**src/core/rre_defines.svh**
```systemverilog
// Purpose: Constants for the return and rotate executor
// Assumes: One quarter phase per mclk cycle
// Notes:   Offsets are indices on the plain register port
//
// Functional notes
// - Decode 0000 0000 0001 001s as return
// - Return pops stack top into program counter
// - Flag set restores work, flags, bank shadows
// - Flag clear leaves work, flags, bank alone
// - Return keeps both upper counter latches
// - Return with flag clear changes no arithmetic flag
// - Rotate left via carry, update C N Z
// - d=0 writes work, d=1 writes file
// - a=0 access bank, a=1 bank select
// - Rotate left no carry, only N Z
// - Literal return loads work, pops, two cycles
`ifndef RRE_DEFINES_SVH
`define RRE_DEFINES_SVH

// ----------------------------------------
// Opcode patterns
// ----------------------------------------
`define RRE_RET_MASK      16'hfffe
`define RRE_RET_PAT       16'h0012
`define RRE_LRET_MASK     16'hff00
`define RRE_LRET_PAT      16'h0c00
`define RRE_RLC_MASK      16'hfc00
`define RRE_RLC_PAT       16'h3400
`define RRE_RLN_PAT       16'h4400
`define RRE_FLD_S         0
`define RRE_FLD_D         9
`define RRE_FLD_A         8

// ----------------------------------------
// Status bits and access bank split
// ----------------------------------------
`define RRE_ST_C          0
`define RRE_ST_Z          2
`define RRE_ST_N          4
`define RRE_ACC_SPLIT     8'h80
`define RRE_ACC_HIBANK    4'hf

// ----------------------------------------
// Register indices
// ----------------------------------------
`define RRE_REG_WORK      4'h0
`define RRE_REG_FLAGS     4'h1
`define RRE_REG_BANK      4'h2
`define RRE_REG_WSHAD     4'h3
`define RRE_REG_FSHAD     4'h4
`define RRE_REG_BSHAD     4'h5
`define RRE_REG_PCHI      4'h6
`define RRE_REG_PCUP      4'h7
`define RRE_REG_PC0       4'h8
`define RRE_REG_PC1       4'h9
`define RRE_REG_PC2       4'ha
`define RRE_REG_SP        4'hb

// ----------------------------------------
// Reset values
// ----------------------------------------
`define RRE_RST_BYTE      8'h00
`define RRE_RST_PC        21'h000000

`endif

```
**src/core/rre_pkg.sv**
```systemverilog
// Purpose: Types for the return and rotate executor
// Assumes: Constants live in rre_defines.svh
// Notes:   Binary codes written out
package rre_pkg;

   typedef enum logic [1:0] {
      RRE_Q1 = 2'b00,
      RRE_Q2 = 2'b01,
      RRE_Q3 = 2'b10,
      RRE_Q4 = 2'b11
   } rre_phase_e;

   typedef enum logic [2:0] {
      RRE_OP_NONE = 3'b000,
      RRE_OP_RET  = 3'b001,
      RRE_OP_LRET = 3'b010,
      RRE_OP_RLC  = 3'b011,
      RRE_OP_RLN  = 3'b100,
      RRE_OP_IDLE = 3'b101
   } rre_op_e;

   typedef logic [7:0] rre_byte_t;

endpackage : rre_pkg

```
**src/core/rre_stack_mem.sv**
```systemverilog
// Purpose: Return stack storage
// Assumes: One write and one registered read per cycle
// Notes:   Read data come from a register
`timescale 1ns/1ns
module rre_stack_mem #(
   parameter int WIDTH = 21,
   parameter int DEPTH = 31,
   parameter int AW    = 5
) (
   // Clock
   input  wire logic             mclk,
   // Write side
   input  wire logic             wrEn,
   input  wire logic [AW-1:0]    wrAddr,
   input  wire logic [WIDTH-1:0] wrData,
   // Read side
   input  wire logic [AW-1:0]    rdAddr,
   output logic      [WIDTH-1:0] rdData
);

   logic [WIDTH-1:0] memQ [DEPTH];

   always_ff @(posedge mclk)
   begin
      if (wrEn)
      begin
         memQ[wrAddr] <= wrData;
      end
   end

   always_ff @(posedge mclk)
   begin
      rdData <= memQ[rdAddr];
   end

endmodule : rre_stack_mem

```
**src/core/rre_core.sv**
```systemverilog
// Purpose: Executes return, literal return and rotate-left instructions
// Assumes: One mclk cycle per quarter phase; file read data one cycle after fileRd
// Notes:   Execution wins over a register port write in the same cycle
//
// The implementer's own choices: the strobed register port and the address map.
`timescale 1ns/1ns
`include "rre_defines.svh"
module rre_core #(
   parameter int PCW   = 21,
   parameter int DEPTH = 31,
   parameter int SPW   = 5
) (
   // Clock and reset
   input  wire logic                   mclk,
   input  wire logic                   rst_b,
   // Instruction fetch
   input  wire logic [15:0]            instrWord,
   input  wire logic                   instrValid,
   output logic                        instrTake,
   // Call side pushes
   input  wire logic                   pushReq,
   input  wire logic [PCW-1:0]         pushAddr,
   // Program counter load
   output logic      [PCW-1:0]         pcQ,
   output logic                        pcLoad_q,
   // Data register file
   output logic      [11:0]            fileAddr,
   output logic                        fileRd,
   input  wire rre_pkg::rre_byte_t     fileRdData,
   output logic                        fileWr,
   output rre_pkg::rre_byte_t          fileWrData,
   // Register port
   input  wire logic [3:0]             regAddr,
   input  wire rre_pkg::rre_byte_t     regWrData,
   input  wire logic                   regWr,
   input  wire logic                   regRd,
   output rre_pkg::rre_byte_t          regRdData
);
   import rre_pkg::*;

   rre_phase_e       phaseQ;
   rre_op_e          opQ;
   logic [15:0]      instrQ;
   logic             secondQ;
   rre_byte_t        workQ;
   rre_byte_t        flagsQ;
   logic [3:0]       bankQ;
   rre_byte_t        workShadQ;
   rre_byte_t        flagsShadQ;
   logic [3:0]       bankShadQ;
   rre_byte_t        pcHighQ;
   rre_byte_t        pcUpQ;
   logic [SPW-1:0]   spQ;
   rre_byte_t        resultQ;
   logic             carryOutQ;
   logic [PCW-1:0]   stackTop;
   logic [SPW-1:0]   topAddr;
   rre_op_e          opD;
   logic             isRot;
   logic             destFile;
   logic             popNow;

   // ----------------------------------------
   // Quarter phases
   // ----------------------------------------
   always_ff @(posedge mclk)
   begin
      if (!rst_b)
      begin
         phaseQ <= RRE_Q1;
      end
      else
      begin
         phaseQ <= rre_phase_e'(phaseQ + 2'b01);
      end
   end

   // ----------------------------------------
   // Decode
   // ----------------------------------------
   always_comb
   begin
      opD = RRE_OP_NONE;
      if ((instrWord & `RRE_RET_MASK) == `RRE_RET_PAT)
      begin
         opD = RRE_OP_RET;
      end
      else if ((instrWord & `RRE_LRET_MASK) == `RRE_LRET_PAT)
      begin
         opD = RRE_OP_LRET;
      end
      else if ((instrWord & `RRE_RLC_MASK) == `RRE_RLC_PAT)
      begin
         opD = RRE_OP_RLC;
      end
      else if ((instrWord & `RRE_RLC_MASK) == `RRE_RLN_PAT)
      begin
         opD = RRE_OP_RLN;
      end
   end

   // Second cycle of a two-cycle op takes no new word
   assign instrTake = (phaseQ == RRE_Q1) && instrValid && !secondQ;

   always_ff @(posedge mclk)
   begin
      if (!rst_b)
      begin
         opQ    <= RRE_OP_IDLE;
         instrQ <= 16'h0000;
      end
      else if (phaseQ == RRE_Q1)
      begin
         if (instrTake)
         begin
            opQ    <= opD;
            instrQ <= instrWord;
         end
         else
         begin
            opQ <= RRE_OP_IDLE;
         end
      end
   end

   // Two-cycle returns: the following cycle is a no-operation
   always_ff @(posedge mclk)
   begin
      if (!rst_b)
      begin
         secondQ <= 1'b0;
      end
      else if (phaseQ == RRE_Q4)
      begin
         secondQ <= popNow;
      end
   end

   assign isRot    = (opQ == RRE_OP_RLC) || (opQ == RRE_OP_RLN);
   assign destFile = instrQ[`RRE_FLD_D];
   assign popNow   = (phaseQ == RRE_Q4) && ((opQ == RRE_OP_RET) || (opQ == RRE_OP_LRET));

   // ----------------------------------------
   // File register access
   // ----------------------------------------
   always_comb
   begin
      if (instrQ[`RRE_FLD_A])
      begin
         fileAddr = {bankQ, instrQ[7:0]};
      end
      else if (instrQ[7:0] < `RRE_ACC_SPLIT)
      begin
         fileAddr = {4'h0, instrQ[7:0]};
      end
      else
      begin
         fileAddr = {`RRE_ACC_HIBANK, instrQ[7:0]};
      end
   end

   assign fileRd     = isRot && (phaseQ == RRE_Q2);
   assign fileWr     = isRot && (phaseQ == RRE_Q4) && destFile;
   assign fileWrData = resultQ;

   // Process in Q3 on the data read in Q2
   always_ff @(posedge mclk)
   begin
      if (!rst_b)
      begin
         resultQ   <= `RRE_RST_BYTE;
         carryOutQ <= 1'b0;
      end
      else if (isRot && (phaseQ == RRE_Q3))
      begin
         carryOutQ <= fileRdData[7];
         if (opQ == RRE_OP_RLC)
         begin
            resultQ <= {fileRdData[6:0], flagsQ[`RRE_ST_C]};
         end
         else
         begin
            resultQ <= {fileRdData[6:0], fileRdData[7]};
         end
      end
   end

   // ----------------------------------------
   // Working, flags and bank registers
   // ----------------------------------------
   always_ff @(posedge mclk)
   begin
      if (!rst_b)
      begin
         workQ  <= `RRE_RST_BYTE;
         flagsQ <= `RRE_RST_BYTE;
         bankQ  <= 4'h0;
      end
      else if (popNow && (opQ == RRE_OP_LRET))
      begin
         workQ <= instrQ[7:0];
      end
      else if (popNow && instrQ[`RRE_FLD_S])
      begin
         workQ  <= workShadQ;
         flagsQ <= flagsShadQ;
         bankQ  <= bankShadQ;
      end
      else if (popNow)
      begin
         workQ <= workQ;
      end
      else if (isRot && (phaseQ == RRE_Q4))
      begin
         if (!destFile)
         begin
            workQ <= resultQ;
         end
         flagsQ[`RRE_ST_N] <= resultQ[7];
         flagsQ[`RRE_ST_Z] <= (resultQ == 8'h00);
         if (opQ == RRE_OP_RLC)
         begin
            flagsQ[`RRE_ST_C] <= carryOutQ;
         end
      end
      else if (regWr && (regAddr == `RRE_REG_WORK))
      begin
         workQ <= regWrData;
      end
      else if (regWr && (regAddr == `RRE_REG_FLAGS))
      begin
         flagsQ <= regWrData;
      end
      else if (regWr && (regAddr == `RRE_REG_BANK))
      begin
         bankQ <= regWrData[3:0];
      end
   end

   // Shadows and upper latches change only from the port
   always_ff @(posedge mclk)
   begin
      if (!rst_b)
      begin
         workShadQ  <= `RRE_RST_BYTE;
         flagsShadQ <= `RRE_RST_BYTE;
         bankShadQ  <= 4'h0;
         pcHighQ    <= `RRE_RST_BYTE;
         pcUpQ      <= `RRE_RST_BYTE;
      end
      else if (regWr)
      begin
         if (regAddr == `RRE_REG_WSHAD)
         begin
            workShadQ <= regWrData;
         end
         else if (regAddr == `RRE_REG_FSHAD)
         begin
            flagsShadQ <= regWrData;
         end
         else if (regAddr == `RRE_REG_BSHAD)
         begin
            bankShadQ <= regWrData[3:0];
         end
         else if (regAddr == `RRE_REG_PCHI)
         begin
            pcHighQ <= regWrData;
         end
         else if (regAddr == `RRE_REG_PCUP)
         begin
            pcUpQ <= regWrData;
         end
      end
   end

   // ----------------------------------------
   // Return stack and program counter
   // ----------------------------------------
   // Read the entry below the pointer so the top is ready by Q4
   assign topAddr = (spQ == '0) ? '0 : SPW'(spQ - 1'b1);

   rre_stack_mem #(
      .WIDTH (PCW),
      .DEPTH (DEPTH),
      .AW    (SPW)
   ) u_stack (
      .mclk   (mclk),
      .wrEn   (pushReq && !popNow && (spQ != SPW'(DEPTH))),
      .wrAddr (spQ),
      .wrData (pushAddr),
      .rdAddr (topAddr),
      .rdData (stackTop)
   );

   // Empty pop keeps pointer at zero; full push is dropped
   always_ff @(posedge mclk)
   begin
      if (!rst_b)
      begin
         spQ <= '0;
      end
      else if (popNow)
      begin
         if (spQ != '0)
         begin
            spQ <= SPW'(spQ - 1'b1);
         end
      end
      else if (pushReq && (spQ != SPW'(DEPTH)))
      begin
         spQ <= SPW'(spQ + 1'b1);
      end
   end

   always_ff @(posedge mclk)
   begin
      if (!rst_b)
      begin
         pcQ      <= `RRE_RST_PC;
         pcLoad_q <= 1'b0;
      end
      else
      begin
         pcLoad_q <= popNow;
         if (popNow)
         begin
            pcQ <= stackTop;
         end
      end
   end

   // ----------------------------------------
   // Register port read
   // ----------------------------------------
   always_ff @(posedge mclk)
   begin
      if (!rst_b)
      begin
         regRdData <= `RRE_RST_BYTE;
      end
      else if (regRd)
      begin
         if (regAddr == `RRE_REG_WORK)
            regRdData <= workQ;
         else if (regAddr == `RRE_REG_FLAGS)
            regRdData <= flagsQ;
         else if (regAddr == `RRE_REG_BANK)
            regRdData <= {4'h0, bankQ};
         else if (regAddr == `RRE_REG_WSHAD)
            regRdData <= workShadQ;
         else if (regAddr == `RRE_REG_FSHAD)
            regRdData <= flagsShadQ;
         else if (regAddr == `RRE_REG_BSHAD)
            regRdData <= {4'h0, bankShadQ};
         else if (regAddr == `RRE_REG_PCHI)
            regRdData <= pcHighQ;
         else if (regAddr == `RRE_REG_PCUP)
            regRdData <= pcUpQ;
         else if (regAddr == `RRE_REG_PC0)
            regRdData <= pcQ[7:0];
         else if (regAddr == `RRE_REG_PC1)
            regRdData <= pcQ[15:8];
         else if (regAddr == `RRE_REG_PC2)
            regRdData <= {3'h0, pcQ[20:16]};
         else if (regAddr == `RRE_REG_SP)
            regRdData <= {3'h0, spQ};
         else
            regRdData <= `RRE_RST_BYTE;
      end
      else
      begin
         regRdData <= `RRE_RST_BYTE;
      end
   end

   // ----------------------------------------
   // Assertions
   // ----------------------------------------
   property p_ret_decode;
      @(posedge mclk) disable iff (!rst_b)
      (instrTake && ((instrWord & 16'hfffe) == 16'h0012)) |=> (opQ == RRE_OP_RET);
   endproperty
   a_ret_decode: assert property (p_ret_decode) else $error("return not decoded");

   property p_ret_pop;
      @(posedge mclk) disable iff (!rst_b)
      (popNow && (opQ == RRE_OP_RET)) |=> (pcQ == $past(stackTop)) && pcLoad_q;
   endproperty
   a_ret_pop: assert property (p_ret_pop) else $error("pc not loaded from stack top");

   property p_ret_shadow;
      @(posedge mclk) disable iff (!rst_b)
      (popNow && (opQ == RRE_OP_RET) && instrQ[0])
         |=> (workQ == $past(workShadQ)) && (flagsQ == $past(flagsShadQ)) && (bankQ == $past(bankShadQ));
   endproperty
   a_ret_shadow: assert property (p_ret_shadow) else $error("shadow restore missing");

   property p_ret_keep;
      @(posedge mclk) disable iff (!rst_b)
      (popNow && (opQ == RRE_OP_RET) && !instrQ[0]) |=> $stable(workQ) && $stable(flagsQ) && $stable(bankQ);
   endproperty
   a_ret_keep: assert property (p_ret_keep) else $error("return changed live registers");

   property p_ret_latch;
      @(posedge mclk) disable iff (!rst_b)
      (popNow && !regWr) |=> $stable(pcHighQ) && $stable(pcUpQ);
   endproperty
   a_ret_latch: assert property (p_ret_latch) else $error("upper latch changed on return");

   property p_two_cycle;
      @(posedge mclk) disable iff (!rst_b)
      popNow |=> (!instrTake && !fileRd && !popNow) [*4];
   endproperty
   a_two_cycle: assert property (p_two_cycle) else $error("second cycle not idle");

   property p_rlc_carry;
      @(posedge mclk) disable iff (!rst_b)
      (fileRd && (opQ == RRE_OP_RLC)) ##1 1'b1 |=> ##1 (flagsQ[0] == $past(fileRdData[7], 2));
   endproperty
   a_rlc_carry: assert property (p_rlc_carry) else $error("carry not old bit 7");

   property p_rln_carry;
      @(posedge mclk) disable iff (!rst_b)
      (isRot && (opQ == RRE_OP_RLN) && (phaseQ == RRE_Q4) && !regWr) |=> $stable(flagsQ[0]);
   endproperty
   a_rln_carry: assert property (p_rln_carry) else $error("carry changed without carry");

   property p_rot_dest;
      @(posedge mclk) disable iff (!rst_b)
      (isRot && (phaseQ == RRE_Q4) && !destFile) |-> !fileWr ##1 (workQ == $past(resultQ));
   endproperty
   a_rot_dest: assert property (p_rot_dest) else $error("work destination wrong");

   property p_rot_phase;
      @(posedge mclk) disable iff (!rst_b)
      fileRd |-> ##2 (phaseQ == RRE_Q4) && (fileWr == destFile);
   endproperty
   a_rot_phase: assert property (p_rot_phase) else $error("rotate phases wrong");

endmodule : rre_core

```
**config.mk**
```make
export PLATFORM = sky130hd
export DESIGN_NAME = rre_core
export DESIGN_NICKNAME = d
export VERILOG_FILES = /design/src/core/rre_pkg.sv /design/src/core/rre_stack_mem.sv /design/src/core/rre_core.sv
export VERILOG_INCLUDE_DIRS = /design/src /design/src/core
export SDC_FILE = /design/constraint.sdc
export NUM_CORES = 1
export LEC_CHECK = 0
export ABC_AREA = 0
export BUFFER_PORTS_ARGS = -buffer_cell sky130_fd_sc_hd__buf_4
export CELL_PAD_IN_SITES_DETAIL_PLACEMENT = 0
export CELL_PAD_IN_SITES_GLOBAL_PLACEMENT = 1
export CORE_ASPECT_RATIO = 1.1
export CORE_UTILIZATION = 42
export DETAILED_ROUTE_END_ITERATION = 8
export PLACE_DENSITY = 0.72
export SLEW_MARGIN = 20
export SYNTH_ARGS = -nofsm -noshare
export SYNTH_HDL_FRONTEND = slang
export SYNTH_SLANG_ARGS = --single-unit
```
**constraint.sdc**
```tcl
create_clock -name mclk -period 6.05 [get_ports mclk]
set_input_delay 1.21 -clock mclk [delete_from_list [all_inputs] [get_ports mclk]]
set_output_delay 1.21 -clock mclk [all_outputs]
set_load 0.05 [all_outputs]
```
# ---- Word level (Yosys, flattened, before mapping)
# Memory sizes are Yosys's and may differ from the RTL's. A register that Yosys moved wholly into a read port is not among the register bits.
# Cells that the tools add are included.
dict set report op_classes {
  n_addsub 3
  multipliers 0
  div 0
  n_lt_le_gt_ge 1
  eq_ne 32
  shifts 0
  mux 49
  n_bitwise 5
  n_reduce_logical 42
}
# operator n
set ops {}
lappend ops {{$mux 8} 20}
lappend ops {{$mux 5} 6}
lappend ops {{$mux 12} 2}
lappend ops {{$mux 4} 6}
lappend ops {{$mux 3} 6}
lappend ops {{$eq 4x3->1 const B} 4}
lappend ops {{$eq 4x4->1 const B} 4}
lappend ops {{$eq 15x4->1 const B} 1}
lappend ops {{$logic_and 1x1->1} 15}
lappend ops {{$reduce_and 5->1} 3}
lappend ops {{$reduce_and 6->1} 2}
lappend ops {{$mux 1} 9}
lappend ops {{$eq 4x2->1 const B} 2}
lappend ops {{$eq 8x4->1 const B} 1}
lappend ops {{$logic_not 8->1} 1}
lappend ops {{$lt 8x8->1 const B} 1}
lappend ops {{$reduce_and 2->1} 4}
lappend ops {{$reduce_and 4->1} 2}
lappend ops {{$eq 3x2->1 const B} 2}
lappend ops {{$eq 6x4->1 const B} 1}
lappend ops {{$eq 6x5->1 const B} 1}
lappend ops {{$ne 2x1->1 const B} 3}
lappend ops {{$reduce_and 3->1} 2}
lappend ops {{$reduce_bool 2->1} 3}
lappend ops {{other kinds (23)} 31}
dict set report word_totals {
  reg_bits 116
  latchBits 0
  ramBits 651
  rom_bits 0
  input_bits 63
  out_inout_bits 53
  elab_cells 153
  n_memories 1
}
# memory depth width read_ports rd_clocked_by_memory_dff write_ports line_no
set mem_list {}
lappend mem_list {u_stack.memQ 31 21 1 1 1 rre_stack_mem.sv:21} ;# logic [WIDTH-1:0] memQ [DEPTH];

# ---- Logic depth before layout (Yosys ltp)
# Gate-level depths: netlist of the first run.
dict set report depth {
  depth_word 13
  ltp_mapped 13
  depth_no_buf 9
}

# ---- Cells and area by module
# A second synthesis of the first run with hierarchy kept.
dict set report hier_totals {
  cells_unflattened 1988
  hier_area_um2 31659.1
}
# mod n_inst cells_each area_each_um2 seq_area_each_um2
set modules_own_cells {}
lappend modules_own_cells {rre_stack_mem 1 1222 25453.2 19969.2}
lappend modules_own_cells {rre_core 1 766 6206.0 2322.2}

# ---- Worst setup path after synthesis of the first run
# Ideal clock, no wire load.
dict set report synth_timing {
  path_type {input -> output}
  from {input instrValid}
  to {output instrTake}
  t_arrival_ps 2229
  required_time_ps 4840
  path_slack_ps 2611
  stages 4
  path_buffers 1
  path_cell_list {nand2_1 > or2_2 > inv_1 > clkbuf_1}
}
dict set report synth_via {
  elab_chain_len 2
}
# item line_no
set synth_rtl {}
lappend synth_rtl {{from (decl)} rre_core.sv:18} ;# input wire logic instrValid,
lappend synth_rtl {{$logic_and 1x1->1 (2 in series)} rre_core.sv:103} ;# assign instrTake = (phaseQ == RRE_Q1) && instrValid && !secondQ;
lappend synth_rtl {{to (decl)} rre_core.sv:19} ;# output logic instrTake,
# Every way passes these cells.

# ---- Worst setup path after layout of the first run
dict set report layout_timing {
  from {register spQ[0]}
  to {register u_stack.rdData[7] (read register of u_stack.memQ)}
}
dict set report layout_via {
  elab_chain_len 2
  word_cells_on_any_way 3
  classes_between {add/sub (1); mux (1); reduce/logical (1)}
}
# item line_no
set layout_rtl {}
lappend layout_rtl {{from (decl)} rre_core.sv:53} ;# logic [SPW-1:0] spQ;
lappend layout_rtl {{from (signal assigned)} rre_core.sv:306} ;# spQ <= SPW'(spQ - 1'b1);
lappend layout_rtl {{from (signal assigned)} rre_core.sv:311} ;# spQ <= SPW'(spQ + 1'b1);
lappend layout_rtl {{$sub 5x1->5 or $logic_not 5->1 (tied branches)} rre_core.sv:280} ;# assign topAddr = (spQ == '0) ? '0 : SPW'(spQ - 1'b1);
lappend layout_rtl {{$mux 5 *} rre_core.sv:280}
lappend layout_rtl {{to (decl)} rre_stack_mem.sv:18} ;# output logic [WIDTH-1:0] rdData
# Mark *: on every way between the ends. The rest lies on a longest branch, timed or not.
# A chain may end at the register's enable or synchronous reset.

==> impl_summary.log, run 1 <==
[metrics] final-report setup violation count: 0
[metrics] area inside the core boundary: 74600 um2
[metrics] worst endpoint required time: 6.50 ns
[metrics] Clock Skew: 0.0281 ns
[metrics] crit path launch type: register
[metrics] clock insertion delay at the later pin of the skew report: 0.65 ns
[metrics] count of cells along the worst hold path: 2
[metrics] per-cell routed wire length: 27.0 um
[metrics] maxcap violations: 0
[metrics] number of buffers inserted by port buffering: 115
[metrics] share of post-route cells with drive strength above 1: 0.147
[metrics] number of synthesized flops with an enable pin: 651
[metrics] largest fanout on the critical path: 75
[metrics] worst slack after detailed placement: 1.80 ns
[metrics] number of hold-slack violations in the final timing report: 0
[metrics] total half-perimeter wirelength after legalization and detailed placement: 59800 um
[metrics] global-route wire length before repair: 140000 um
[metrics] Post-Route WL: about 95000 um
[metrics] global-route congestion overflow total: 0
[metrics] chip width: 264 um
[metrics] setup total negative slack: 0 ns
[metrics] pin count of the biggest net entering global routing: 96
[metrics] cell type with the largest total area after synthesis: edfxtp_1
[metrics] quantity of gates resized following cts: 0
[metrics] Root Buffer Master: clkbuf_16
[metrics] power density relative to cell area: 370 nW/um2
[metrics] WP data arrival: approximately 4.8 ns
[metrics] Mapped Area: 31700 um2
[metrics] die extent in y: 290 um
[metrics] worst-case clock buffer depth: 3
[metrics] Core Rows: 105
[metrics] Top Ports: 116
[metrics] largest voltage drop on the vdd net: about 0.00024 V
[metrics] Die Area: 76500 um2
[metrics] cell types with the largest area share after synthesis: edfxtp_1, dfxtp_1, nand2_1
[metrics] number of vias after detailed routing: between 20000 and 25000
[metrics] number of CTS-inserted buffers: 82
[metrics] CTS tree: done
[metrics] total of warnings raised by yosys: 0
[metrics] net count reported at finish: approximately 2600
[metrics] status: finished, final reports clean
[metrics] RR Endpoint: u_stack.rdData[7]
[metrics] leakage power of the design: 12.4 nW
[metrics] layout overhead on the synthesized area: 14.7%
[metrics] antenna-violating nets left: 0
[metrics] clock slew at the register clock pins of the worst setup and hold paths: around 0.06 ns
[metrics] worst r2r src: spQ[0]
[metrics] headroom to the max-slew limit: 0.301
[metrics] number of violations reported at the end of detailed-routing iteration 0: about 2600
[metrics] launch point of the worst path: spQ[0]
[metrics] H-tree levels: 3
[metrics] effective utilization at floorplan: 0.424
[metrics] number of antenna violations at the first check in global routing: 4
[metrics] path type of the worst setup path: register to register
[metrics] post-CTS setup-driven buffer insertion count: 0
[metrics] destination of the worst hold path: pcQ[7]
[metrics] Post-Syn Instances: between 2000 and 2500
[metrics] number of distinct library cell variants in the gate-level netlist after synthesis: 78
[metrics] maximum clock frequency: 231 MHz
[metrics] portion of the clock cycle consumed by the worst path in the final layout: 0.714
[metrics] register-to-register setup slack: between 1.5 and 2 ns
[metrics] Synth Register Bits: between 700 and 800
[metrics] Top FF cell, synth: edfxtp_1
[metrics] register area share after synthesis: 0.704
[metrics] Hold/Removal Path Class: register to register
[metrics] cts-stage hold buffer count: 0
[metrics] number of global-route vias before repair: 20400
[metrics] FFs w/ async S/R, synth: 0
[metrics] cells on worst reg2reg path: 10
[metrics] post-synth top area share: 0.618
[metrics] First-pass DRT Iterations: 5
[metrics] placer congestion estimate: 0.928
[metrics] worst-margin pin slew: 1.05 ns
[metrics] RSZ-0062 raised after global routing: no
[metrics] nets in the synthesized netlist: roughly 2500
[metrics] ant diodes: 0
[metrics] mean number of vias per cell: between 5 and 6
[metrics] all-layer global routing usage: 0.246
[metrics] final worst slack: 1.73 ns
[metrics] Slew Limit Fails: 0
[metrics] number of clock sinks: 788
[metrics] type of element capturing the critical path: register
[metrics] mean post-synth cell area: roughly 13 um2
[metrics] post-layout min period: between 4 and 5 ns
[metrics] start point of the worst hold path: u_stack.rdData[7]
[metrics] detailed-route DRC error count: 0
per-layer routing:
metal	track usage	routed length (um)
met1	0.336	39100
met2	0.395	44500
met3	0.0490	8380
met4	0.0804	2960
met5	0	35
cell families after synthesis:
family,share of synthesized area
simple gates,0.112
mux,0.0555
compound gates,0.0953
buf+inv,0.0266
flops,0.704
xor+xnor,0.00190
fa+ha+maj,0.00395
cells in the final DEF (no fill, tap or decap), types with 18 or more instances in the layout:
master and count:
mux2i_1 133, clkbuf_16 82, clkbuf_1 18, nand2_1 443
o21ai_0 58, nand4_1 34, nand3_1 99, a31oi_1 49
a32oi_1 44, dfxtp_1 136, nor2_1 96, nor2_2 19
a211oi_1 27, a22oi_1 23, buf_4 166, a21oi_1 116
o22ai_1 35, edfxtp_1 651
how the worst max path moves through the flow:
stage,to,slack [ns],depth (start not counted)
floorplan,instrTake,2.61,4
global placement,u_stack.memQ[29][0],1.75,6
detailed placement,u_stack.rdData[3],1.80,11
CTS,u_stack.rdData[3],1.80,11
global route,u_stack.rdData[7],1.53,10
finish,u_stack.rdData[7],1.73,10
flip-flops by register name, indices dropped and copies added, names as in the netlist:
register,flops
flagsShadQ,8
phaseQ,2
secondQ,1
pcUpQ,8
pcQ,21
bankShadQ,4
opQ,3
carryOutQ,1
bankQ,4
instrQ,10
u_stack.rdData,21
u_stack.memQ,651
regRdData,8
workQ,8
workShadQ,8
pcHighQ,8
pcLoad_q,1
spQ,5
fileWrData,8
flagsQ,8
critical path: stages (launching register included):
cell and delay (ns):
dfxtp_4 0.62, clkinv_1 0.17, ha_1 0.31, nor4b_4 0.17
buf_4 0.22, nor2_4 0.59, buf_4 0.86, o22ai_1 0.26
a32oi_1 0.22, a21oi_1 0.16, a311oi_1 0.55
per-stage QoR:
step	utilization	power, mW	hold slack [ns]	instances	instance area (um2)
3_5_place_dp	0.449	8.38	0.448	3362	33500
3_3_place_gp	0.449	8.36	0.442	3362	33500
5_1_grt	0.487	13.9	0.489	3516	36300
2_1_floorplan	-	7.51	0.417	2386	31700
6_report	0.487	13.4	0.452	3516	36300
4_1_cts	0.486	13.5	0.456	3515	36300
layout make-up:
type | instances | area [um2]
clock inverters | 46 | 520
repair buffers | 168 | 1290
well taps | 963 | 1200
flip-flops and latches | 788 | 22300
clock buffers | 107 | 2220
inverters | 13 | 48.8
multi-input cells | 1431 | 8730
fillers | 6485 | 38300
power by group:
part           leakage, nW  switching (mW)  internal, mW
clock network         1.33            2.15          2.96
registers             6.98           0.130          6.01
logic                 4.10            1.56         0.624
total                 12.4            3.85          9.59
synthesized netlist by cell type, types with 27 or more instances:
library cell / number
clkbuf_1: 74
edfxtp_1: 651
o22ai_1: 35
mux2i_1: 134
buf_2: 41
nand2_1: 443
o21ai_0: 59
dfxtp_1: 137
nand4_1: 34
a32oi_1: 44
nand3_1: 99
nor2_1: 129
a211oi_1: 27
a31oi_1: 49
a21oi_1: 116
Power figures use the tool's default switching activity.
==> inputs of run 2 (changes only) <==
Clock period 6.05 ns to 4.2 ns, I/O delays scaled along.
==> impl_summary.log, run 2 (synthesized netlist as in run 1, its figures left out) <==
[metrics] status: finished, final reports clean (unchanged)
[metrics] top library cells by usage in the layout, fill and taps aside: edfxtp_1, nand2_1, buf_4 (unchanged)
[metrics] max FFs per register: 651 (unchanged)
[metrics] setup total negative slack: 0 ns (unchanged)
[metrics] First-pass DRT Iterations: 5 (unchanged)
[metrics] clock slew at the register clock pins of the worst setup and hold paths: 0.06 ns (about the same)
[metrics] largest voltage drop on the vdd net: 0.000366 V (was 0.000236 V)
[metrics] worst r2r src: spQ[0] (unchanged)
[metrics] ant diodes: 0 (unchanged)
[metrics] H-tree levels: 3 (unchanged)
[metrics] net count reported at finish: 2594 (was 2557)
[metrics] global-route wire length before repair: 138000 um (was 140000 um)
[metrics] Hold/Removal Path Class: input port to register (was register to register)
[metrics] post-layout util: 0.491 (was 0.487)
[metrics] cts-stage hold buffer count: 0 (unchanged)
[metrics] Top Ports: 116 (unchanged)
[metrics] worst-case clock buffer depth: 3 (unchanged)
[metrics] detailed-route DRC error count: 0 (unchanged)
[metrics] leakage power of the design: 12.6 nW (was 12.4 nW)
[metrics] mean number of vias per cell: 5.97 (about the same)
[metrics] largest register by flop count: u_stack.memQ (unchanged)
[metrics] Core Rows: 105 (unchanged)
[metrics] launch point of the worst path: spQ[0] (unchanged)
[metrics] clock insertion delay at the later pin of the skew report: 0.64 ns (was 0.65 ns)
[metrics] commonest non-fill, non-tap cell in the layout: edfxtp_1 (unchanged)
[metrics] Pwr Total: 19.3 mW (was 13.4 mW)
[metrics] Slew Limit Fails: 0 (unchanged)
[metrics] biggest regs: u_stack.memQ (651), pcQ (21), u_stack.rdData (21) (unchanged)
[metrics] CTS tree: done (unchanged)
[metrics] placed cells: 3400 (was 3362)
[metrics] number of antenna violations at the first check in global routing: 1 (was 4)
[metrics] Root Buffer Master: clkbuf_16 (unchanged)
[metrics] number of buffers inserted by port buffering: 115 (unchanged)
[metrics] area of combinational cells with multiple inputs: 8660 um2 (was 8730 um2)
[metrics] type of element capturing the critical path: register (unchanged)
[metrics] effective utilization at floorplan: 0.424 (unchanged)
[metrics] layout overhead on the synthesized area: 15.7% (was 14.7%)
[metrics] Die Area: 76500 um2 (unchanged)
[metrics] start point of the worst hold path: fileRdData[4] (was u_stack.rdData[7])
[metrics] final-report setup violation count: 0 (unchanged)
[metrics] number of violations reported at the end of detailed-routing iteration 0: 2305 (was 2556)
[metrics] headroom to the max-slew limit: 0.260 (was 0.301)
[metrics] RSZ-0062 raised after global routing: no (unchanged)
[metrics] die extent in y: 290 um (unchanged)
[metrics] total half-perimeter wirelength after legalization and detailed placement: 59400 um (was 59800 um)
[metrics] largest fanout on the critical path: 33 (was 75)
[metrics] number of filler cells placed in the layout: 6425 (was 6485)
[metrics] worst endpoint required time: 4.69 ns (was 6.50 ns)
[metrics] post-route non-filler standard cell count: 3551 (was 3516)
[metrics] area inside the core boundary: 74600 um2 (unchanged)
[metrics] placer congestion estimate: 0.897 (was 0.928)
[metrics] number of clock sinks: 788 (unchanged)
[metrics] global-route congestion overflow total: 0 (unchanged)
[metrics] crit path launch type: register (unchanged)
[metrics] number of vias after detailed routing: 21200 (was 21000)
[metrics] Clock Skew: 0.0213 ns (was 0.0281 ns)
[metrics] share of post-route cells with drive strength above 1: 0.159 (was 0.147)
[metrics] portion of the clock cycle consumed by the worst path in the final layout: 0.844 (was 0.714)
[metrics] antenna-violating nets left: 0 (unchanged)
[metrics] WP data arrival: 4.03 ns (was 4.78 ns)
[metrics] power density relative to cell area: 527 nW/um2 (was 370 nW/um2)
[metrics] path type of the worst setup path: register to register (unchanged)
[metrics] number of CTS-inserted buffers: 82 (unchanged)
[metrics] number of hold-slack violations in the final timing report: 0 (unchanged)
[metrics] quantity of gates resized following cts: 0 (unchanged)
[metrics] chip width: 264 um (unchanged)
[metrics] maxcap violations: 0 (unchanged)
[metrics] post-CTS setup-driven buffer insertion count: 0 (unchanged)
[metrics] number of global-route vias before repair: 20500 (was 20400)
[metrics] pin count of the biggest net entering global routing: 70 (was 96)
[metrics] per-cell routed wire length: 26.6 um (was 27.0 um)
[metrics] worst-margin pin slew: 1.11 ns (was 1.05 ns)
[metrics] all-layer global routing usage: 0.244 (was 0.246)
[metrics] storage element area: 22300 um2 (unchanged)
[metrics] post-layout min period: 3.54 ns (was 4.32 ns)
[metrics] Post-Route WL: 94600 um (was 95000 um)
[metrics] maximum clock frequency: 282 MHz (was 231 MHz)
## run 2: final timing paths
kind,cells after the start,endpoint,slack [ns]
worst max register to register,7,u_stack.rdData[14],0.66
worst max-delay path,7,u_stack.rdData[14],0.66
worst min register to register,2,pcQ[12],0.46
worst min-delay path,3,fileWrData[5],0.44
## run 2: report_power, final
| part | total [mW] | leakage, nW | switching [mW] | internal (mW) |
|---|---|---|---|---|
| Combinational | 3.10 | 4.31 | 2.15 | 0.953 |
| Clock | 7.37 | 1.34 | 3.01 | 4.37 |
| Sequential | 8.85 | 6.98 | 0.192 | 8.66 |
## run 2: area by class of cell
cell class	instances	share of cell area
clock buffers	118	0.0636
clock inverters	33	0.0110
inverters	13	0.00133
multi-input cells	1431	0.236
flip-flops and latches	788	0.609
well taps	963	0.0329
repair buffers	205	0.0461
## run 2: per-stage QoR
stage | cell area (um2) | setup WS, ns | hold WS [ns]
floorplan | 31700 | 1.17 | 0.417
finish | 36600 | 0.657 | 0.443
global route | 36600 | 0.449 | 0.442
detailed placement | 33900 | 0.710 | 0.453
global placement | 33900 | 0.729 | 0.444
CTS | 36600 | 0.688 | 0.416
## run 2: worst max-delay path, cell delays in order, from the launching register on
cell,delay [ns]
dfxtp_4,0.36
buf_4,0.29
or3_1,0.49
a211o_1,0.42
nand2_1,0.67
nand2_1,0.49
a211oi_1,0.58
a211oi_1,0.09
## run 2: metal layers
| layer | GRT usage | up-vias | part of all wire |
|---|---|---|---|
| li1 | - | 9307 | - |
| met3 | 0.0373 | 147 | 0.080 |
| met2 | 0.399 | 1018 | 0.48 |
| met5 | 0 | - | 0.00014 |
| met1 | 0.334 | 10700 | 0.41 |
| met4 | 0.0791 | 2 | 0.026 |
